===== config.mk =====
export PLATFORM = sky130hd
export DESIGN_NAME = usb_device_status_control
export DESIGN_NICKNAME = d
export VERILOG_FILES = /design/src/usb_status_pkg.sv /design/src/usb_device_status_control.sv /design/src/status_fifo.sv
export SDC_FILE = /design/constraint.sdc
export NUM_CORES = 1
export LEC_CHECK = 0
export BUFFER_PORTS_ARGS = -buffer_cell sky130_fd_sc_hd__buf_4
export CAP_MARGIN = 20
export CORE_AREA = 2 2 89 91
export DETAILED_ROUTE_END_ITERATION = 7
export DIE_AREA = 0 0 91 93
export GPL_ROUTABILITY_DRIVEN = 1
export PLACE_DENSITY = 0.71
export SYNTH_ARGS = -nofsm -noshare
export SYNTH_HDL_FRONTEND = slang
export SYNTH_HIERARCHICAL = 1
export SYNTH_SLANG_ARGS = --single-unit

===== constraint.sdc =====
create_clock -name clk -period 2 [get_ports clk]
set_input_delay 0.4 -clock clk [delete_from_list [all_inputs] [get_ports clk]]
set_output_delay 0.4 -clock clk [all_outputs]
set_load 0.03 [all_outputs]

===== src/usb_status_pkg.sv =====
// Purpose: shared constants for the usb device status and control slice
// Assumes: apb register window, 32-bit data, 8-bit registers in the low bits
// Notes: offsets are byte addresses, one aligned word per register
//
// Notes on behaviour
// - enable bits 7,5,4 gate stuff/buffer/turnaround errors
// - enable bits 3..0 gate length/crc16/crc5/pid errors
// - enabled error flags or into summary bit
// - error flag stays until software writes one
// - each completed transaction produces one status entry
// - status entries queue in four-byte fifo
// - clearing token done advances to next entry
// - token done reasserts at once if entry valid
// - status bits 7..4 hold endpoint number
// - status bit 3 gives direction, 1 is in
// - status bit 2 gives bank, 1 is odd
// - setup token sets suspend, halts packet traffic
// - software clears suspend, token processing resumes
// - control bit 2 drives resume signaling
// - control bit 1 forces ping-pong selectors even
// - ping-pong reset touches only endpoints 5 and 6
// - control bit 0 enables the module
// - enabling clears odd selectors, resets engine state
// - enable leaves transceiver and regulator alone

package usb_status_pkg;

   // register byte offsets
   localparam logic [11:0] ERR_EN_OFS = 12'h000;
   localparam logic [11:0] STATUS_OFS = 12'h004;
   localparam logic [11:0] CTL_OFS = 12'h008;
   localparam logic [11:0] ERR_FLAG_OFS = 12'h00c;
   localparam logic [11:0] IRQ_OFS = 12'h010;

   // error enable and error flag field positions
   localparam int ERR_BITSTUFF = 7;
   localparam int ERR_BUFFER = 5;
   localparam int ERR_TURNAROUND = 4;
   localparam int ERR_DATA_LEN = 3;
   localparam int ERR_CRC16 = 2;
   localparam int ERR_CRC5 = 1;
   localparam int ERR_PID = 0;
   localparam logic [7:0] ERR_MASK = 8'hbf;

   // control field positions
   localparam int CTL_SUSPEND = 5;
   localparam int CTL_RESUME = 2;
   localparam int CTL_PPRST = 1;
   localparam int CTL_ENABLE = 0;

   // status field positions
   localparam int STAT_EP_MSB = 7;
   localparam int STAT_EP_LSB = 4;
   localparam int STAT_DIR = 3;
   localparam int STAT_ODD = 2;

   // interrupt status field positions
   localparam int IRQ_TOKDONE = 3;
   localparam int IRQ_ERROR = 1;

   // reset values and sizes
   localparam logic [7:0] REG_RESET = 8'h00;
   localparam int STAT_W = 8;
   localparam int FIFO_DEPTH = 4;
   localparam int NUM_EP = 7;
   localparam int FIRST_DB_EP = 5;

endpackage


===== src/usb_device_status_control.sv =====
// Purpose: error enables, transaction status fifo and module control for a usb device
// Assumes: apb slave with zero wait states, engine events are one-cycle pulses
// Notes: read data is captured in the setup cycle, writes land at the access edge
`timescale 1ns/100ps
`default_nettype none

module usb_device_status_control
   import usb_status_pkg::*;
#(
   parameter int EP_COUNT = NUM_EP,
   parameter int DB_FIRST = FIRST_DB_EP,
   parameter int DEPTH = FIFO_DEPTH
) (
   input wire logic clk,                      // system clock, 250 MHz
   input wire logic resetn,                   // async reset, active low
   input wire logic psel,                     // apb select
   input wire logic penable,                  // apb access phase
   input wire logic pwrite,                   // apb direction, 1 is write
   input wire logic [11:0] paddr,             // apb byte address
   input wire logic [31:0] pwdata,            // apb write data
   output logic pready,                       // apb ready
   output logic [31:0] prdata,                // apb read data
   output logic pslverr,                      // apb error, unmapped address
   input wire logic [7:0] err_event,          // error detections from the engine
   input wire logic txn_done,                 // descriptor consumed, pulse
   input wire logic [3:0] txn_endpoint,       // endpoint of the finished transaction
   input wire logic txn_dir_in,               // 1 for in, 0 for out
   input wire logic txn_odd,                  // 1 when odd bank updated
   output logic txn_ready,                    // status fifo has room
   input wire logic setup_token,              // setup token seen, pulse
   output logic error_summary,                // error bit to main interrupt status
   output logic token_done_flag,              // token done interrupt flag
   output logic txn_halt,                     // stop packet tx and rx
   output logic resume_drive,                 // drive resume signaling on the bus
   output logic [EP_COUNT-1:0] pingpong_clear, // force odd selector to even, per endpoint
   output logic engine_reset,                 // serial engine state reset, pulse
   output logic module_enable                 // module operating
);

   ////////////////////////////////////////////////////////////////////////////
   // bus decode

   logic setup_ph;
   logic wr_acc;
   logic hit;
   logic wr_err_en;
   logic wr_ctl;
   logic wr_flags;
   logic wr_irq;
   logic [7:0] wbyte;

   // no wait states: every access phase completes at once
   assign pready = 1'b1;
   assign setup_ph = psel && !penable;
   assign wr_acc = psel && penable && pwrite;
   assign wbyte = pwdata[7:0];
   assign hit = (paddr == ERR_EN_OFS) || (paddr == STATUS_OFS) || (paddr == CTL_OFS) ||
                (paddr == ERR_FLAG_OFS) || (paddr == IRQ_OFS);
   assign pslverr = psel && penable && !hit;
   assign wr_err_en = wr_acc && (paddr == ERR_EN_OFS);
   assign wr_ctl = wr_acc && (paddr == CTL_OFS);
   assign wr_flags = wr_acc && (paddr == ERR_FLAG_OFS);
   assign wr_irq = wr_acc && (paddr == IRQ_OFS);

   ////////////////////////////////////////////////////////////////////////////
   // error enables and sticky error flags

   logic [7:0] err_en_q;
   logic [7:0] err_flag_q;
   logic [7:0] err_flag_d;

   always_ff @(posedge clk or negedge resetn) begin
      if (!resetn) begin
         err_en_q <= REG_RESET;
      end else if (wr_err_en) begin
         err_en_q <= wbyte & ERR_MASK;
      end
   end

   always_comb begin
      err_flag_d = err_flag_q;
      if (wr_flags) begin
         err_flag_d = err_flag_d & ~wbyte;
      end
      err_flag_d = (err_flag_d | err_event) & ERR_MASK;
   end

   always_ff @(posedge clk or negedge resetn) begin
      if (!resetn) begin
         err_flag_q <= REG_RESET;
      end else begin
         err_flag_q <= err_flag_d;
      end
   end

   assign error_summary = |(err_flag_q & err_en_q);

   ////////////////////////////////////////////////////////////////////////////
   // transaction status fifo

   logic [STAT_W-1:0] stat_entry;
   logic [STAT_W-1:0] head_data;
   logic head_valid;
   logic tok_pop;

   always_comb begin
      stat_entry = '0;
      stat_entry[STAT_EP_MSB:STAT_EP_LSB] = txn_endpoint;
      stat_entry[STAT_DIR] = txn_dir_in;
      stat_entry[STAT_ODD] = txn_odd;
   end

   assign tok_pop = wr_irq && wbyte[IRQ_TOKDONE];

   // one entry per descriptor
   // the engine must wait on txn_ready; a full queue never drops an entry
   status_fifo #(
      .WIDTH(STAT_W),
      .DEPTH(DEPTH)
   ) u_status_fifo (
      .clk(clk),
      .resetn(resetn),
      .push_valid(txn_done),
      .push_ready(txn_ready),
      .push_data(stat_entry),
      .pop(tok_pop),
      .head_valid(head_valid),
      .head_data(head_data)
   );

   assign token_done_flag = head_valid;

   ////////////////////////////////////////////////////////////////////////////
   // control register

   logic suspend_q;
   logic resume_q;
   logic pprst_q;
   logic enable_q;
   logic engine_reset_q;

   // software clear resumes
   // a setup token in the same cycle as the clear keeps the bit set
   always_ff @(posedge clk or negedge resetn) begin
      if (!resetn) begin
         suspend_q <= 1'b0;
      end else if (setup_token) begin
         suspend_q <= 1'b1;
      end else if (wr_ctl && !wbyte[CTL_SUSPEND]) begin
         suspend_q <= 1'b0;
      end
   end

   always_ff @(posedge clk or negedge resetn) begin
      if (!resetn) begin
         resume_q <= 1'b0;
         pprst_q <= 1'b0;
         enable_q <= 1'b0;
      end else if (wr_ctl) begin
         resume_q <= wbyte[CTL_RESUME];
         pprst_q <= wbyte[CTL_PPRST];
         enable_q <= wbyte[CTL_ENABLE];
      end
   end

   always_ff @(posedge clk or negedge resetn) begin
      if (!resetn) begin
         engine_reset_q <= 1'b0;
      end else begin
         engine_reset_q <= wr_ctl && wbyte[CTL_ENABLE] && !enable_q;
      end
   end

   assign txn_halt = suspend_q;
   // software owns duration
   // the bit is passed straight through; no timer here, software holds it long enough
   assign resume_drive = resume_q;
   // transceiver untouched
   // no transceiver or regulator control exists on this block, so enable cannot reach them
   assign module_enable = enable_q;
   assign engine_reset = engine_reset_q;

   // per endpoint clear
   // only double-buffered endpoints own an odd selector worth clearing
   for (genvar ep = 0; ep < EP_COUNT; ep++) begin : g_pp
      if (ep >= DB_FIRST) begin : g_db
         assign pingpong_clear[ep] = pprst_q || engine_reset_q;
      end else begin : g_sb
         assign pingpong_clear[ep] = 1'b0;
      end
   end

   ////////////////////////////////////////////////////////////////////////////
   // read path

   logic [7:0] rd_byte;
   logic [7:0] ctl_view;
   logic [7:0] irq_view;
   logic [31:0] prdata_q;

   always_comb begin
      ctl_view = '0;
      ctl_view[CTL_SUSPEND] = suspend_q;
      ctl_view[CTL_RESUME] = resume_q;
      ctl_view[CTL_PPRST] = pprst_q;
      ctl_view[CTL_ENABLE] = enable_q;
      irq_view = '0;
      irq_view[IRQ_TOKDONE] = head_valid;
      irq_view[IRQ_ERROR] = error_summary;
   end

   always_comb begin
      case (paddr)
         ERR_EN_OFS: rd_byte = err_en_q;
         STATUS_OFS: rd_byte = head_valid ? head_data : 8'h00;
         CTL_OFS: rd_byte = ctl_view;
         ERR_FLAG_OFS: rd_byte = err_flag_q;
         IRQ_OFS: rd_byte = irq_view;
         default: rd_byte = 8'h00;
      endcase
   end

   // captured in setup so prdata comes from a flop during the access phase
   always_ff @(posedge clk or negedge resetn) begin
      if (!resetn) begin
         prdata_q <= '0;
      end else if (setup_ph) begin
         prdata_q <= {24'h000000, rd_byte};
      end
   end

   assign prdata = prdata_q;
endmodule
`default_nettype wire


===== src/status_fifo.sv =====
// Purpose: small byte fifo holding completed transaction status entries
// Assumes: one clock, push and pop in the same cycle allowed
// Notes: head is shown directly from the array, no read latency
`timescale 1ns/100ps
`default_nettype none

module status_fifo #(
   parameter int WIDTH = 8,
   parameter int DEPTH = 4
) (
   input wire logic clk,                  // system clock
   input wire logic resetn,               // async reset, active low
   input wire logic push_valid,           // entry offered
   output logic push_ready,               // room for an entry
   input wire logic [WIDTH-1:0] push_data, // entry to store
   input wire logic pop,                  // drop the head entry
   output logic head_valid,               // head entry present
   output logic [WIDTH-1:0] head_data     // head entry
);
   localparam int PW = $clog2(DEPTH);

   logic [WIDTH-1:0] mem_q [DEPTH];
   logic [PW-1:0] wr_q;
   logic [PW-1:0] rd_q;
   logic [PW:0] count_q;
   logic do_push;
   logic do_pop;

   // honest flags straight from the occupancy count; full only at DEPTH entries
   assign push_ready = (count_q < (PW+1)'(DEPTH));
   assign head_valid = (count_q != '0);
   assign head_data = mem_q[rd_q];
   assign do_push = push_valid && push_ready;
   assign do_pop = pop && head_valid;

   // storage, written behind the entry on show
   always_ff @(posedge clk) begin
      if (do_push) begin
         mem_q[wr_q] <= push_data;
      end
   end

   // pointers and count; simultaneous push and pop keep the count
   always_ff @(posedge clk or negedge resetn) begin
      if (!resetn) begin
         wr_q <= '0;
         rd_q <= '0;
         count_q <= '0;
      end else begin
         if (do_push) begin
            wr_q <= (wr_q == PW'(DEPTH-1)) ? '0 : wr_q + 1'b1;
         end
         if (do_pop) begin
            rd_q <= (rd_q == PW'(DEPTH-1)) ? '0 : rd_q + 1'b1;
         end
         case ({do_push, do_pop})
            2'b10: count_q <= count_q + 1'b1;
            2'b01: count_q <= count_q - 1'b1;
            default: count_q <= count_q;
         endcase
      end
   end
endmodule
`default_nettype wire


==> impl_metrics.ini <==
[grt]
gr-usage-met2 = 0.2833
grt_pass1_vias = 2180
grt_overflow = 0
grtUsageMet3 = 0.05721
grt_pass1_wl_mm = 10.92
busiest_layer = met2
antenna_found_initial = 0
grt_use_met1 = 0.2077
grt_max_degree = 35
track_usage = 0.1717

[setup_path]
arrival_ns = 2.23
path_class = in -> reg
cp-end-kind = register
path_max_fanout = 2
worstPathRequired_ns = 2.27
start_kind = input port

[logic_synthesis]
ys_ff_latch = 66
synthMuxAreaShare = 0.1144
synthFlopType = dfrtp_1
synth_top_family_by_area = simple AND/OR/NAND/NOR gates
synth_top_area_frac = 0.2938
synth-seq-area-share = 0.5539
synthSimpleGateAreaFrac = 0.1194
yosys-top-cells-area = edfxtp_1, dfrtp_1, buf_4
synthXorXnorAreaFrac = 0.008034
yosys.area.top_type = edfxtp_1
avgSynthCellArea_sq_um = 12.34
synth_warnings = 6
synthArstFlopShare = 0.5152
synth-compound-area-share = 0.07116
synthTopCellsByCount = dfrtp_1, edfxtp_1, buf_4
synth-edff-count = 32
synth.distinct_cells = 47
synthAdderAreaFrac = 0.02907
syn_inst = 265
synth.most_common_cell = dfrtp_1
syn-cell-area_sq_um = 3271

[clock_tree]
clock_path_buffers = 2
path_clk_slew_ns = 0.08
root_buffer = clkbuf_8
ctsHoldBuffers = 0
cts_buffers = 9
clock-sinks = 66
htreeDepth = 3
cts_tree = done
clock_latency_ns = 0.34

[worst_hold_path]
hold_path_class = in -> async

[sta]
post-route-period-util = 0.9769
whs_ns = -0.007002
clock.fmax_mhz = 511.8
rsz0062_at_grt = yes
period_minus_slack_ns = 1.954
setup_violations = 0
slew_violations = 0
hold_violations = 8
clock_skew_ns = 0.009931

[finish]
syn_to_final_growth_pct = 27.09
nets = 428
final.fill_count = 637
antenna_cells = 0
final_layout_size_suffix_gt1_frac = 0.3767

[placement]
port_buffers = 56
place.gp.congestion = 0.8057
dp_hpwl_mm = 4.715

[power_and_ir_drop]
finalPower_uw = 3540
peakVddDrop_mv = 0.5092
leakagePower_uw = 0.001861
p_per_area_nw_per_um2 = 851.6

[floorplan]
boundaryPins = 113
placementRows = 32
die_w_um = 91
die_area_sq_um = 8463
core_sq_um = 7527
start_util = 0.4345
fp.dieH_um = 93

[route]
ant_nets = 0
drc_errors = 0
via_count = 2212
vias_per_cell = 4.778
drt_iter0_drc = 91
wl_mm = 6.672
wire_per_inst_um = 14.41
drtPass1Iterations = 4

[run]
cap_violations = 0

[outcome]
violations = negative hold slack
outcome = complete, but fails checks
## what timing repair did
| action | CTS | global route |
|---|---|---|
| buffers inserted | 0 | 5 |
| cloned | 0 | 0 |
| hold endpoints to repair | 0 | 0 |
| endpoints found under the setup margin | 1 | 6 |
| pin swaps | 1 | 12 |
| gates resized for setup | 0 | 4 |
## per-stage QoR
step	util	std cells	cell area (sq um)	setup WS, ns	setup TNS, ns
after CTS	0.5444	458	4098	0.005603	0
after global placement	0.5163	442	3886	-0.3390	-0.5727
final	0.5522	463	4156	0.04611	0
after global routing	0.5522	463	4156	-0.05076	-0.08114
after floorplan	-	301	3430	-0.1745	-0.2334
after detailed placement	0.5163	442	3886	-0.3620	-0.6093
## critical path, cell delays in order
cell and delay (ns):
buf_4 0.11, or2_4 0.25, nor4_4 0.24, and3_4 0.24, nand2_4 0.05, inv_2 0.06, ha_4 0.13, inv_2 0.03
fa_2 0.32, xor2_1 0.14, nor2_1 0.11, xnor2_1 0.12
## flip-flops by register name, summed over array words and instances (netlist names)
name                   cells
u_status_fifo/count_q      3
resume_drive               1
u_status_fifo/mem_q       32
u_status_fifo/rd_q         2
pprst_q                    1
prdata                     8
err_flag_q                 7
module_enable              1
engine_reset               1
u_status_fifo/wr_q         2
err_en_q                   7
txn_halt                   1
## layout make-up
| cell class | count | area, sq um | area share |
|---|---|---|---|
| Inverter | 19 | 71.32 | 0.01716 |
| Sequential cell | 66 | 1813 | 0.4362 |
| Clock buffer | 10 | 148.9 | 0.03582 |
| Clock inverter | 6 | 62.56 | 0.01505 |
| Tap cell | 102 | 127.6 | 0.03070 |
| Timing Repair Buffer | 82 | 628.1 | 0.1511 |
| Multi-Input combinational cell | 178 | 1305 | 0.3140 |
## routing by layer
layer  wire length, um  share of wire
met4               112          0.017
met2              3306           0.50
met1              2843           0.43
met5                 0              0
met3               410          0.061
## cell usage in the layout, fill, tap and decap left out, types with 8 or more instances in the layout
cell type  instances
buf_4             81
clkbuf_8           9
conb_1            38
dfrtp_1           33
edfxtp_1          32
inv_1             17
mux2_2            11
mux4_2             8
nand2_1           18
nor2_1            14
o21ai_0           17
## report_power, final
group / switching [uW] / internal (uW)
Clock: 527 / 651
Sequential: 58.3 / 1570
Combinational: 431 / 298
Total: 1020 / 2520
## final timing paths
check	from	end	slack, ns	cells past startpoint
max reg2reg	u_status_fifo/count_q[0]$_DFFE_PN0P_	u_status_fifo/count_q[2]$_DFFE_PN0P_	0.18	9
max in group asynchronous	resetn	u_status_fifo/rd_q[0]$_DFFE_PN0P_	1.67	1
min reg2reg	prdata[3]$_DFFE_PN0P_	prdata[3]$_DFFE_PN0P_	0.49	2
min	resetn	engine_reset$_DFF_PN0_	-0.007	1
min in group clk	pwdata[2]	err_flag_q[2]$_DFF_PN0_	0.24	2
max	paddr[2]	u_status_fifo/count_q[2]$_DFFE_PN0P_	0.05	12
## cell families after synthesis
| logic type | Yosys count |
|---|---|
| AO/OA/AOI/OAI | 37 |
| XOR/XNOR | 3 |
| adder cells (fa/ha/maj) | 7 |
| buffers and inverters | 57 |
| flip-flops | 66 |
| multiplexers | 25 |
| other | 2 |
| AND/OR/NAND/NOR | 68 |
(Power assumes the default switching activity.)
